### src/rtl/smg_pkg.sv
// Package with constants and types of the strap mode select and GPIO role block.
package smg_pkg;

	// ------------------------------------------------------------------
	// Timing
	// ------------------------------------------------------------------
	localparam int         CLK_HZ        = 10_000_000;
	localparam int         BCLK_HZ       = 12_288_000;
	localparam int         BCLK_HALF_RAW = CLK_HZ / (2 * BCLK_HZ);
	localparam logic [3:0] BCLK_HALF_CNT = (BCLK_HALF_RAW > 0) ? 4'(BCLK_HALF_RAW) : 4'h1;

	// ------------------------------------------------------------------
	// Pin positions and reset values
	// ------------------------------------------------------------------
	localparam int         GPIO_W    = 8;
	localparam int         MIC_PIN   = 1;
	localparam int         STRAP_LO  = 2;
	localparam int         STRAP_HI  = 3;
	localparam int         MON_PIN   = 4;
	localparam logic [7:0] PU_RST    = 8'hFF;
	localparam logic [7:0] OE_RST    = 8'h00;

	// ------------------------------------------------------------------
	// Slot layout
	// ------------------------------------------------------------------
	localparam logic [3:0] SLOT_DEFAULT = 4'h5;
	localparam logic [3:0] SLOT_ALT_A   = 4'hA;
	localparam logic [3:0] SLOT_ALT_B   = 4'hB;
	localparam logic [3:0] SLOT_LAST    = 4'hC;
	localparam logic [4:0] TAG_BITS     = 5'h10;
	localparam logic [4:0] SLOT_BITS    = 5'h14;

	// ------------------------------------------------------------------
	// Types
	// ------------------------------------------------------------------
	typedef enum logic [1:0] {
		MODE_DSP      = 2'b00,
		MODE_SEC_ID10 = 2'b01,
		MODE_SEC_ID01 = 2'b10,
		MODE_PRI      = 2'b11
	} smg_mode_t;

	typedef enum logic {
		LCH_WAIT   = 1'b0,
		LCH_LOCKED = 1'b1
	} smg_latch_t;

	typedef struct packed {
		logic [7:0] out;
		logic [7:0] oe;
		logic [7:0] pu;
	} smg_gpio_pads_t;

	typedef struct packed {
		logic bclk_out;
		logic bclk_oe;
		logic sync_out;
		logic sync_oe;
	} smg_link_pads_t;

endpackage : smg_pkg

### src/rtl/smg_sync2.sv
// Two flip-flop synchroniser for a vector of asynchronous levels.
`timescale 1ns/100ps
module smg_sync2 #(
	parameter int W = 1
) (
	// Clock and reset.
	input  wire logic         clk_i,
	input  wire logic         rst_b_i,
	// Levels.
	input  wire logic [W-1:0] d_i,
	output logic      [W-1:0] q_o
);

	logic [W-1:0] meta;

	always_ff @(posedge clk_i or negedge rst_b_i) begin
		if (!rst_b_i) begin
			meta <= '0;
			q_o  <= '0;
		end else begin
			meta <= d_i;
			q_o  <= meta;
		end
	end

endmodule : smg_sync2

### src/rtl/smg_slot_track.sv
// Follows the slots of a link frame and flags the chosen sample slot.
`timescale 1ns/100ps
module smg_slot_track (
	// Clock and reset.
	input  wire logic       clk_i,
	input  wire logic       rst_b_i,
	// Link events.
	input  wire logic       bclk_rise_i,
	input  wire logic       frame_start_i,
	input  wire logic [3:0] slot_sel_i,
	// Result.
	output logic            slot_hit_o
);
	import smg_pkg::*;

	logic       running;
	logic [4:0] bit_cnt;
	logic [3:0] slot;
	logic       next_running;
	logic [4:0] next_bit_cnt;
	logic [3:0] next_slot;
	logic [4:0] slot_len;

	always_comb begin
		next_running = running;
		next_bit_cnt = bit_cnt;
		next_slot    = slot;
		slot_len     = (slot == 4'h0) ? TAG_BITS : SLOT_BITS;
		if (frame_start_i) begin
			next_running = 1'b1;
			next_bit_cnt = 5'h00;
			next_slot    = 4'h0;
		end else if (running && bclk_rise_i) begin
			if (bit_cnt == slot_len - 5'h01) begin
				next_bit_cnt = 5'h00;
				next_slot    = slot + 4'h1;
				if (slot == SLOT_LAST) begin
					next_running = 1'b0;
				end
			end else begin
				next_bit_cnt = bit_cnt + 5'h01;
			end
		end
	end

	always_ff @(posedge clk_i or negedge rst_b_i) begin
		if (!rst_b_i) begin
			running    <= 1'b0;
			bit_cnt    <= 5'h00;
			slot       <= 4'h0;
			slot_hit_o <= 1'b0;
		end else begin
			running    <= next_running;
			bit_cnt    <= next_bit_cnt;
			slot       <= next_slot;
			slot_hit_o <= next_running && (next_slot == slot_sel_i);
		end
	end

endmodule : smg_slot_track

### src/rtl/smg_top.sv
// Strap mode latch, GPIO role multiplexer and link pin direction control.
// ---------------------------------------------------------------------------
// Functional notes
// - After power-up every GPIO pin is an input with its pull-up on.
// - Strap pins are captured at the first rising edge of the reset pin.
// - The captured mode never changes until power is removed.
// - Straps high-high primary ID 00, high-low ID 01, low-high ID 10, low-low DSP.
// - Unconnected straps read high through pull-ups, giving primary mode.
// - After first release the strap pins act as GPIO or alternate roles.
// - Mode capture needs no crystal clock, only the reset pin edge.
// - With wake role on, wake pin goes high when any chosen pin matches its level.
// - Three select bits move pins to wake, monitor and microphone roles.
// - Sample data uses slot 5 by default, or slot 10 or 11.
// - Primary mode drives the bit clock, accepts sync, needs the crystal.
// - Secondary modes take bit clock and sync from the controller.
// - Frame sync pin is an output in DSP mode, input in link modes.
// ---------------------------------------------------------------------------
`timescale 1ns/100ps
module smg_top (
	// Clock and power-on reset.
	input  wire logic                     clk_i,
	input  wire logic                     rst_b_i,
	// External reset pin, active low.
	input  wire logic                     reset_pin_b_i,
	// GPIO pins and their configuration.
	input  wire logic [7:0]               gpio_in_i,
	input  wire logic [7:0]               gpio_dir_i,
	input  wire logic [7:0]               gpio_data_i,
	input  wire logic [7:0]               gpio_pu_en_i,
	input  wire logic [7:0]               wake_mask_i,
	input  wire logic [7:0]               wake_level_i,
	// Role selects.
	input  wire logic                     wake_role_select_i,
	input  wire logic                     monitor_role_select_i,
	input  wire logic                     mic_role_select_i,
	input  wire logic                     monitor_out_i,
	// Link configuration and pins.
	input  wire logic [1:0]               slot_delay_cfg_i,
	input  wire logic                     crystal_in_ok_i,
	input  wire logic                     bit_clk_i,
	input  wire logic                     sync_i,
	// Pads.
	output smg_pkg::smg_gpio_pads_t       gpio_pads_o,
	output smg_pkg::smg_link_pads_t       link_pads_o,
	// Status.
	output logic [7:0]                    gpio_read_o,
	output smg_pkg::smg_mode_t            mode_o,
	output logic                          mode_valid_o,
	output logic [1:0]                    codec_id_o,
	output logic                          mic_analog_in_en_o,
	output logic                          crystal_needed_o,
	output logic [3:0]                    slot_sel_o,
	output logic                          slot_hit_o
);
	import smg_pkg::*;

	// ------------------------------------------------------------------
	// Synchronisers
	// ------------------------------------------------------------------
	logic [7:0] gpio_s;
	logic [3:0] ctl_s;
	logic       rpin_s;
	logic       xtal_s;
	logic       bclk_pin_s;
	logic       sync_pin_s;

	smg_sync2 #(.W(8)) u_sync_gpio (
		.clk_i   (clk_i),
		.rst_b_i (rst_b_i),
		.d_i     (gpio_in_i),
		.q_o     (gpio_s)
	);

	smg_sync2 #(.W(4)) u_sync_ctl (
		.clk_i   (clk_i),
		.rst_b_i (rst_b_i),
		.d_i     ({reset_pin_b_i, crystal_in_ok_i, bit_clk_i, sync_i}),
		.q_o     (ctl_s)
	);

	assign rpin_s     = ctl_s[3];
	assign xtal_s     = ctl_s[2];
	assign bclk_pin_s = ctl_s[1];
	assign sync_pin_s = ctl_s[0];

	// ------------------------------------------------------------------
	// Mode latch
	// ------------------------------------------------------------------
	function automatic logic [1:0] id_of(input smg_mode_t m);
		case (m)
			MODE_SEC_ID01: id_of = 2'b01;
			MODE_SEC_ID10: id_of = 2'b10;
			default:       id_of = 2'b00;
		endcase
	endfunction : id_of

	smg_latch_t latch_st;
	smg_latch_t next_latch_st;
	smg_mode_t  next_mode;
	logic       rpin_q;
	logic       rst_edge;

	assign rst_edge = rpin_s && !rpin_q;

	always_comb begin
		next_latch_st = latch_st;
		next_mode     = mode_o;
		case (latch_st)
			LCH_WAIT: begin
				if (rst_edge) begin
					next_mode     = smg_mode_t'(gpio_s[STRAP_HI:STRAP_LO]);
					next_latch_st = LCH_LOCKED;
				end
			end
			LCH_LOCKED: begin
				next_latch_st = LCH_LOCKED;
			end
			default: begin
				next_latch_st = LCH_WAIT;
			end
		endcase
	end

	// Only the power-on reset clears the latch.
	always_ff @(posedge clk_i or negedge rst_b_i) begin
		if (!rst_b_i) begin
			latch_st     <= LCH_WAIT;
			mode_o       <= MODE_PRI;
			mode_valid_o <= 1'b0;
			codec_id_o   <= 2'b00;
			rpin_q       <= 1'b0;
		end else begin
			latch_st     <= next_latch_st;
			mode_o       <= next_mode;
			mode_valid_o <= (next_latch_st == LCH_LOCKED);
			codec_id_o   <= id_of(next_mode);
			rpin_q       <= rpin_s;
		end
	end

	// ------------------------------------------------------------------
	// GPIO roles
	// ------------------------------------------------------------------
	logic           locked;
	logic           wake_hit;
	smg_gpio_pads_t next_pads;
	logic [7:0]     next_read;

	assign locked   = (latch_st == LCH_LOCKED);
	assign wake_hit = |(wake_mask_i & ~(gpio_s ^ wake_level_i));

	always_comb begin
		next_pads.out = gpio_data_i;
		next_pads.oe  = gpio_dir_i;
		next_pads.pu  = gpio_pu_en_i;
		next_read     = gpio_s;
		if (!locked) begin
			next_pads.oe = OE_RST;
			next_pads.pu = PU_RST;
		end else begin
			if (wake_role_select_i) begin
				next_pads.out[STRAP_HI] = wake_hit;
				next_pads.oe[STRAP_HI]  = 1'b1;
			end
			if (monitor_role_select_i) begin
				next_pads.out[MON_PIN] = monitor_out_i;
				next_pads.oe[MON_PIN]  = 1'b1;
			end
			if (mic_role_select_i) begin
				next_pads.out[MIC_PIN] = 1'b0;
				next_pads.oe[MIC_PIN]  = 1'b0;
				next_pads.pu[MIC_PIN]  = 1'b0;
				next_read[MIC_PIN]     = 1'b0;
			end
		end
	end

	always_ff @(posedge clk_i or negedge rst_b_i) begin
		if (!rst_b_i) begin
			gpio_pads_o.out    <= 8'h00;
			gpio_pads_o.oe     <= OE_RST;
			gpio_pads_o.pu     <= PU_RST;
			gpio_read_o        <= 8'h00;
			mic_analog_in_en_o <= 1'b0;
		end else begin
			gpio_pads_o        <= next_pads;
			gpio_read_o        <= next_read;
			mic_analog_in_en_o <= locked && mic_role_select_i;
		end
	end

	// ------------------------------------------------------------------
	// Link pins and bit clock
	// ------------------------------------------------------------------
	logic       drive_bclk;
	logic       bclk_gen;
	logic [3:0] bclk_cnt;
	logic       next_bclk_gen;
	logic [3:0] next_bclk_cnt;
	logic       bclk_lvl;
	logic       bclk_lvl_q;
	logic       sync_q;
	logic [3:0] next_slot_sel;

	assign drive_bclk = locked && (mode_o == MODE_PRI || mode_o == MODE_DSP) && xtal_s;
	assign bclk_lvl   = drive_bclk ? bclk_gen : bclk_pin_s;

	always_comb begin
		next_bclk_gen = bclk_gen;
		next_bclk_cnt = bclk_cnt + 4'h1;
		if (!drive_bclk) begin
			next_bclk_gen = 1'b0;
			next_bclk_cnt = 4'h0;
		end else if (bclk_cnt == BCLK_HALF_CNT - 4'h1) begin
			next_bclk_gen = !bclk_gen;
			next_bclk_cnt = 4'h0;
		end
		case (slot_delay_cfg_i)
			2'b01:   next_slot_sel = SLOT_ALT_A;
			2'b10:   next_slot_sel = SLOT_ALT_B;
			default: next_slot_sel = SLOT_DEFAULT;
		endcase
	end

	always_ff @(posedge clk_i or negedge rst_b_i) begin
		if (!rst_b_i) begin
			bclk_gen         <= 1'b0;
			bclk_cnt         <= 4'h0;
			bclk_lvl_q       <= 1'b0;
			sync_q           <= 1'b0;
			slot_sel_o       <= SLOT_DEFAULT;
			link_pads_o      <= '0;
			crystal_needed_o <= 1'b0;
		end else begin
			bclk_gen             <= next_bclk_gen;
			bclk_cnt             <= next_bclk_cnt;
			bclk_lvl_q           <= bclk_lvl;
			sync_q               <= sync_pin_s;
			slot_sel_o           <= next_slot_sel;
			link_pads_o.bclk_out <= next_bclk_gen;
			link_pads_o.bclk_oe  <= drive_bclk;
			link_pads_o.sync_out <= 1'b0;
			link_pads_o.sync_oe  <= locked && (mode_o == MODE_DSP);
			crystal_needed_o     <= locked && (mode_o == MODE_PRI || mode_o == MODE_DSP
				|| wake_role_select_i);
		end
	end

	smg_slot_track u_slot (
		.clk_i         (clk_i),
		.rst_b_i       (rst_b_i),
		.bclk_rise_i   (bclk_lvl && !bclk_lvl_q),
		.frame_start_i (sync_pin_s && !sync_q && locked && mode_o != MODE_DSP),
		.slot_sel_i    (slot_sel_o),
		.slot_hit_o    (slot_hit_o)
	);
endmodule : smg_top

### config.mk
export PLATFORM = sky130hd
export DESIGN_NAME = smg_top
export DESIGN_NICKNAME = d
export VERILOG_FILES = /design/src/rtl/smg_pkg.sv /design/src/rtl/smg_sync2.sv /design/src/rtl/smg_slot_track.sv /design/src/rtl/smg_top.sv
export SDC_FILE = /design/constraint.sdc
export NUM_CORES = 1
export LEC_CHECK = 0
export BUFFER_PORTS_ARGS = -buffer_cell sky130_fd_sc_hd__buf_2
export CORE_ASPECT_RATIO = 0.75
export CORE_MARGIN = 4
export CORE_UTILIZATION = 53
export CTS_CLUSTER_DIAMETER = 120
export DETAILED_ROUTE_END_ITERATION = 12
export PLACE_DENSITY = 0.84
export SYNTH_ARGS = -nofsm -noshare
export SYNTH_HDL_FRONTEND = slang
export SYNTH_HIERARCHICAL = 1
export SYNTH_SLANG_ARGS = --single-unit
### constraint.sdc
create_clock -name clk_i -period 5.1 [get_ports clk_i]
set_input_delay 0.255 -clock clk_i [delete_from_list [all_inputs] [get_ports clk_i]]
set_output_delay 0.255 -clock clk_i [all_outputs]
set_load 0.01 [all_outputs]
==> impl_metrics.tcl, run 1 <==
set metrics [dict create \
    ys_seq_area_share_pct 68.3 \
    finClkSkew_ns 0.0104 \
    route.detailed.drc 0 \
    period_needed_ns 3.23 \
    synth_area_um2 3210 \
    cts_num_sinks 87 \
    initial_core_util_pct 54.9 \
    max_freq_ghz 0.309 \
    ys_async_sr_fraction_pct 100 \
    pre_cts_ws_ns 1.87 \
    gp_congestion 0.777 \
    drt_first_pass_iters 4 \
    setup_viol 0 \
    worstHoldPathType "primary input to asynchronous set/reset pin" \
    endpoint_kind "register" \
    antenna_cells 0 \
    port_buffers 106 \
    synth_top_area_share_pct 58.4 \
    core_um2 5860 \
    grt_pass1_vias 2313 \
    vias 2145 \
    p_switching_uw 354 \
    finalSetupTns_ns 0 \
    grt_max_degree 88 \
    ys_warn_count 6 \
    postCtsSetupBuffers 0 \
    fillers 404 \
    cts_tree "yes" \
    crit_start "mode_o[0]$_DFF_PN1_" \
    tightest_slew_ns 1.02 \
    ys_seq_elements 87 \
    synthCells 234 \
    drive_gt1_share_pct 40.6 \
    grt_pass1_wl_mm 10.5 \
    die_h_um 75.4 \
    rsz0062_at_grt "no" \
    ir_worst_vdd_v 0.000257 \
    crit_arrival_ns 3.47 \
    wire_per_inst_um 14.5 \
    multi_input_area_um2 926 \
    gr-usage-met3_pct 7.50 \
    post_cts_resized 0 \
    register_area_um2 2190 \
    met2_usage_pct 33.6 \
    wl_mm 6.45 \
    gr-total-overflow 0 \
    status "completed" \
    relSlewSlack_pct 32.3 \
    worstReg2RegStart "mode_o[0]$_DFF_PN1_" \
    root_buffer "clkbuf_8" \
    drv_cap 0 \
    p_clk_share_pct 30.9 \
    synth_fp_nets 301 \
    sw_frac_of_total_pct 25.7 \
    clkSlewWorstSetupHoldPaths_ns 0.09 \
    fin_nets 429 \
    leakagePower_uw 0.00202 \
    synth_edf_count 0 \
    slew_viol_final 0 \
    required_ns 5.34 \
    p_int_uw 1020 \
    pwr-share-comb_pct 13.0 \
    globalRouteMet1Util_pct 20.4 \
    synth_top_area_cell "dfrtp_1" \
    grt_usage_pct 18.7 \
    std_cell_rows 24 \
    dieArea_um2 7380 \
    syn_area_per_cell_um2 13.7 \
    hpwl_mm 4.59 \
    h-tree-depth 3 \
    crit_fanout 6 \
    areaGrowthSynthToFinish_pct 29.6 \
    cts_buffers 9 \
    clk-insertion-delay-late_ns 0.35 \
    r2r_slack_ns 1.87 \
    clockBufferDepth 2 \
    p_seq_share_pct 56.1 \
    crit_type "register to register" \
    antenna_found_initial 0 \
    ys_types 47 \
    synth_area_leaders "dfrtp_1 58%, dfstp_2 9.8%, xnor2_1 3.0%, ha_1 2.7%, and2_1 1.8%" \
    routed_via_density 4.82 \
    layout_setup_ws_ns 1.87 \
    pin_count 108 \
    die_w_um 97.9 \
    final_hold_viol_count 0 \
    cts_hold_buf 15 \
    ant_nets 0 \
    cp-start-kind "register" \
    first_iter_violations 106 \
    fin_crit_sh_pct 63.4 \
    top_usage_layer "met2" \
    p_per_area_nw_per_um2 331 \
    synthFlopType "dfrtp_1" \
]
state kept, by name, summed over array words and instances (netlist names), 2 cells and up:
register          cells
mode_o                2
bclk_cnt              4
u_sync_ctl/q_o        4
u_sync_ctl/meta       4
u_slot/slot           4
codec_id_o            2
u_sync_gpio/q_o       8
gpio_read_o           8
link_pads_o           2
u_slot/bit_cnt        5
u_sync_gpio/meta      8
gpio_pads_o          24
slot_sel_o            3
cell usage in the layout (no fill, tap or decap), types with 9 or more instances in the layout:
cell type,n
and2_1,9
dfrtp_1,75
nand2_1,10
dlygate4sd3_1,17
clkbuf_8,10
xnor2_1,11
buf_2,105
inv_1,15
dfstp_2,12
a21oi_1,11
power by group through the flow:
stage / sequential, µW / combinational [µW] / clock (µW)
after floorplan: 795 / 80.1 / 0
after global placement: 783 / 167 / 0
after detailed placement: 787 / 171 / 0
after CTS: 773 / 181 / 443
after global routing: 779 / 200 / 472
final: 773 / 179 / 426
per-stage QoR:
step	hold WS [ns]	total power, µW	cells	cell area, µm²	utilization, %
2_1_floorplan	-0.0406	875	234	3210	-
3_3_place_gp	0.332	950	412	3810	65.1
3_5_place_dp	0.337	958	412	3810	65.1
4_1_cts	0.00581	1400	443	4140	70.7
5_1_grt	0.0793	1450	445	4160	71.1
6_report	0.0692	1380	445	4160	71.1
path summary, 6_finish.rpt:
kind                                                 to  cells after the start
hold / removal                gpio_pads_o[17]$_DFF_PN0_                      1
hold reg to reg            u_sync_gpio/q_o[5]$_DFF_PN0_                      0
setup / recovery            u_slot/slot_hit_o$_DFF_PN0_                     11
min in group clk_i             gpio_pads_o[1]$_DFF_PN1_                      2
setup reg to reg            u_slot/slot_hit_o$_DFF_PN0_                     11
max in group asynchronous      u_slot/slot[2]$_DFF_PN0_                      1
worst max-delay path, stage by stage, from the launching register on:
cell,delay [ns]
dfstp_2,0.55
inv_1,0.04
ha_1,0.29
nand3b_4,0.19
mux2_4,0.25
nor2b_4,0.17
and2_1,0.25
nand2_1,0.10
or3_4,0.34
a211o_1,0.30
a211o_1,0.30
a2111oi_2,0.34
layout make-up:
type	count	share of cell area, %
Sequential cell	87	52.7
Multi-Input combinational cell	125	22.2
Tap cell	78	2.34
Timing Repair Buffer	124	17.1
Clock buffer	10	3.31
Inverter	15	1.35
Clock inverter	6	1.02
cell usage after synthesis (2+ instances only):
cell      count
a211o_1       2
a21oi_1      11
a31oi_1       2
and2_1        9
buf_4         3
clkbuf_1      4
dfrtp_1      75
dfstp_2      12
ha_1          7
inv_1        15
mux2_2        2
mux2_4        3
mux2i_1       2
nand2_1      10
nand2b_1      8
nand3_1       4
nand4_1       3
nor2_1        8
nor2b_1       5
nor3_1        3
o21a_1        2
o21ai_0       8
xnor2_1      11
xor2_1        2
metal layers:
metal  vias to the layer above  share of wire [%]  routed length [µm]
met5                         -                  0                   0
met4                         0                1.7                 110
met1                      1022                 39                2540
met3                        12                7.6                 493
met2                        81                 51                3310
li1                       1030                  -                   -
kinds of logic after synthesis:
group | after synthesis | share of synthesized area, %
DFF | 87 | 68.3
buffers and inverters | 22 | 2.92
adders and majority gates | 7 | 2.73
other | 1 | 0.117
xor gates and xnor gates | 13 | 3.55
muxes | 7 | 2.73
AOI/OAI and AO/OA | 32 | 6.47
and+or+nand+nor | 65 | 13.2
(Power assumes the default switching activity.)
==> run 2: changes to the inputs <==
--- a/config.mk
+++ b/config.mk
@@ -8,10 +8,10 @@
 export BUFFER_PORTS_ARGS = -buffer_cell sky130_fd_sc_hd__buf_2
 export CORE_ASPECT_RATIO = 0.75
 export CORE_MARGIN = 4
-export CORE_UTILIZATION = 53
+export CORE_UTILIZATION = 45
 export CTS_CLUSTER_DIAMETER = 120
 export DETAILED_ROUTE_END_ITERATION = 12
-export PLACE_DENSITY = 0.84
+export PLACE_DENSITY = 0.76
 export SYNTH_ARGS = -nofsm -noshare
 export SYNTH_HDL_FRONTEND = slang
 export SYNTH_HIERARCHICAL = 1
==> constraint.sdc (replaced) <==
create_clock -name clk_i -period 2.8 [get_ports clk_i]
set_input_delay 0.14 -clock clk_i [delete_from_list [all_inputs] [get_ports clk_i]]
set_output_delay 0.14 -clock clk_i [all_outputs]
set_load 0.01 [all_outputs]
==> run 2 against run 1 <==
Against the previous run:
- the flow now finishes with violations (setup timing)
- sequential power grew 82%
- clock skew shrank 0.0038 ns
- clock-buffer cell count is the same
- critical endpoint unchanged
- largest cell class unchanged
- highest routed layer unchanged
==> impl_metrics.tcl, run 2 (same netlist as run 1, synthesis figures left out) <==
set metrics [dict create \
    status "complete, but fails checks" \
    violations "setup timing" \
    largest_register_ffs 24 \
    cp-start-kind "register" \
    final_common_cell "buf_2" \
    crit_type "register to register" \
    dieArea_um2 8570 \
    required_ns 3.05 \
    clk-insertion-delay-late_ns 0.35 \
    mostFrequentLayoutCells "105 x buf_2, 75 x dfrtp_1, 36 x dlygate4sd3_1, 14 x inv_1, 12 x dfstp_2" \
    antenna_cells 0 \
    cts_tree "yes" \
    hpwl_mm 4.60 \
    routed_via_density 4.60 \
    gp_congestion 0.887 \
    h-tree-depth 3 \
    period_needed_ns 2.84 \
    fin_cells 492 \
    globalRouteMet1Util_pct 18.9 \
    drv_cap 0 \
    wl_mm 6.84 \
    cts_num_sinks 87 \
    leakagePower_uw 0.00217 \
    areaGrowthSynthToFinish_pct 40.3 \
    clkSlewWorstSetupHoldPaths_ns 0.09 \
    drive_gt1_share_pct 40.9 \
    wire_per_inst_um 13.9 \
    cts_buffers 9 \
    first_iter_violations 133 \
    core_um2 6860 \
    route.detailed.drc 0 \
    gr-total-overflow 0 \
    p_per_area_nw_per_um2 599 \
    port_buffers 106 \
    grt_pass1_wl_mm 11.3 \
    ir_worst_vdd_v 0.000389 \
    post-place-cells 439 \
    drt_first_pass_iters 4 \
    grt_usage_pct 16.9 \
    clockBufferDepth 2 \
    gr-usage-met3_pct 4.21 \
    crit_fanout 3 \
    grt_max_degree 88 \
    layout_setup_ws_ns -0.0383 \
    max_freq_ghz 0.352 \
    tightest_slew_ns 1.01 \
    initial_core_util_pct 46.8 \
    antenna_found_initial 0 \
    slew_viol_final 0 \
    rsz0062_at_grt "yes" \
    final_hold_viol_count 0 \
    vias 2263 \
    grt_pass1_vias 2432 \
    endpoint_kind "register" \
    met2_usage_pct 31.2 \
    design_area_um2 4510 \
    final_util_pct 65.7 \
    pin_count 108 \
    ant_nets 0 \
    die_w_um 106 \
    std_cell_rows 26 \
    fin_nets 456 \
    regMostFlops "gpio_pads_o" \
    relSlewSlack_pct 32.4 \
    fin_crit_sh_pct 101 \
    setup_viol 1 \
    root_buffer "clkbuf_8" \
    top_usage_layer "met2" \
    worstHoldPathType "primary input to register" \
    fillers 507 \
    crit_arrival_ns 3.08 \
    die_h_um 81.2 \
    finClkSkew_ns 0.00659 \
    postPlaceCellArea_um2 3900 \
]
==> run 2: changes by cell type in the layout (fill, tap and decap cells not counted), sizes merged <==
cell         change
dlygate4sd3     +19
buf              +8
clkinvlp         -2
bufinv           +1
inv              +1
==> run 2: repair_timing <==
item	4_1_cts	5_1_grt
cloned	0	0
buffers inserted	1	0
hold endpoints to repair	78	0
hold buffers	36	0
resized for setup	2	2
endpoints found under the setup margin	1	1
==> run 2: area by class of cell <==
class	count	area [µm²]	area share [%]
inverter	15	56.3	1.25
tap	98	123	2.72
multi-input combinational	125	961	21.3
clock buffer	10	138	3.05
sequential	87	2190	48.6
clock inverter	6	76.3	1.69
timing repair buffer	151	961	21.3
==> run 2: metrics by stage <==
step | total power (µW) | setup slack [ns] | TNS [ns] | hold WS (ns)
final | 2700 | -0.0383 | -0.0383 | 0.0266
after global routing | 2840 | -0.140 | -0.140 | 0.00819
after CTS | 2740 | -0.0120 | -0.0120 | 0.00184
after detailed placement | 1770 | -0.0397 | -0.0397 | 0.249
after global placement | 1760 | 0.0385 | 0 | 0.247
after floorplan | 1600 | -0.132 | -0.132 | -0.156
==> run 2: critical path: stages, from the launching register on <==
cell and delay [ns]:
dfstp_2 0.55, inv_2 0.04, ha_4 0.22, nand3b_4 0.15, mux2_4 0.21, nor2b_4 0.13, and2_4 0.16, nand2_4 0.04
or3_4 0.37, a211o_1 0.26, a211o_1 0.30, a2111oi_4 0.29
==> run 2: where the power goes <==
group          switching [µW]  internal [µW]
logic                     177            205
clock network             456            452
registers                57.2           1350
total                     690           2010
==> run 2: worst paths after layout <==
path                                                 end                          start  slack (ns)  cells after the start
max                          u_slot/slot_hit_o$_DFF_PN0_            mode_o[1]$_DFF_PN1_       -0.04                     11
max in group asynchronous      gpio_pads_o[18]$_DFF_PN0_                        rst_b_i        1.62                      2
min in group asynchronous  u_sync_gpio/meta[4]$_DFF_PN0_                        rst_b_i        0.53                      2
max reg2reg                  u_slot/slot_hit_o$_DFF_PN0_            mode_o[1]$_DFF_PN1_       -0.04                     11
min                              slot_sel_o[0]$_DFF_PN1_            slot_delay_cfg_i[0]        0.03                      3
min reg2reg                 u_sync_gpio/q_o[4]$_DFF_PN0_  u_sync_gpio/meta[4]$_DFF_PN0_        0.36                      0
==> run 2: per-layer routing <==
metal  wire (µm)  vias up
met3         385       10
met5           0        -
li1            -     1089
met2        3530       68
met4         101        0
met1        2820     1096
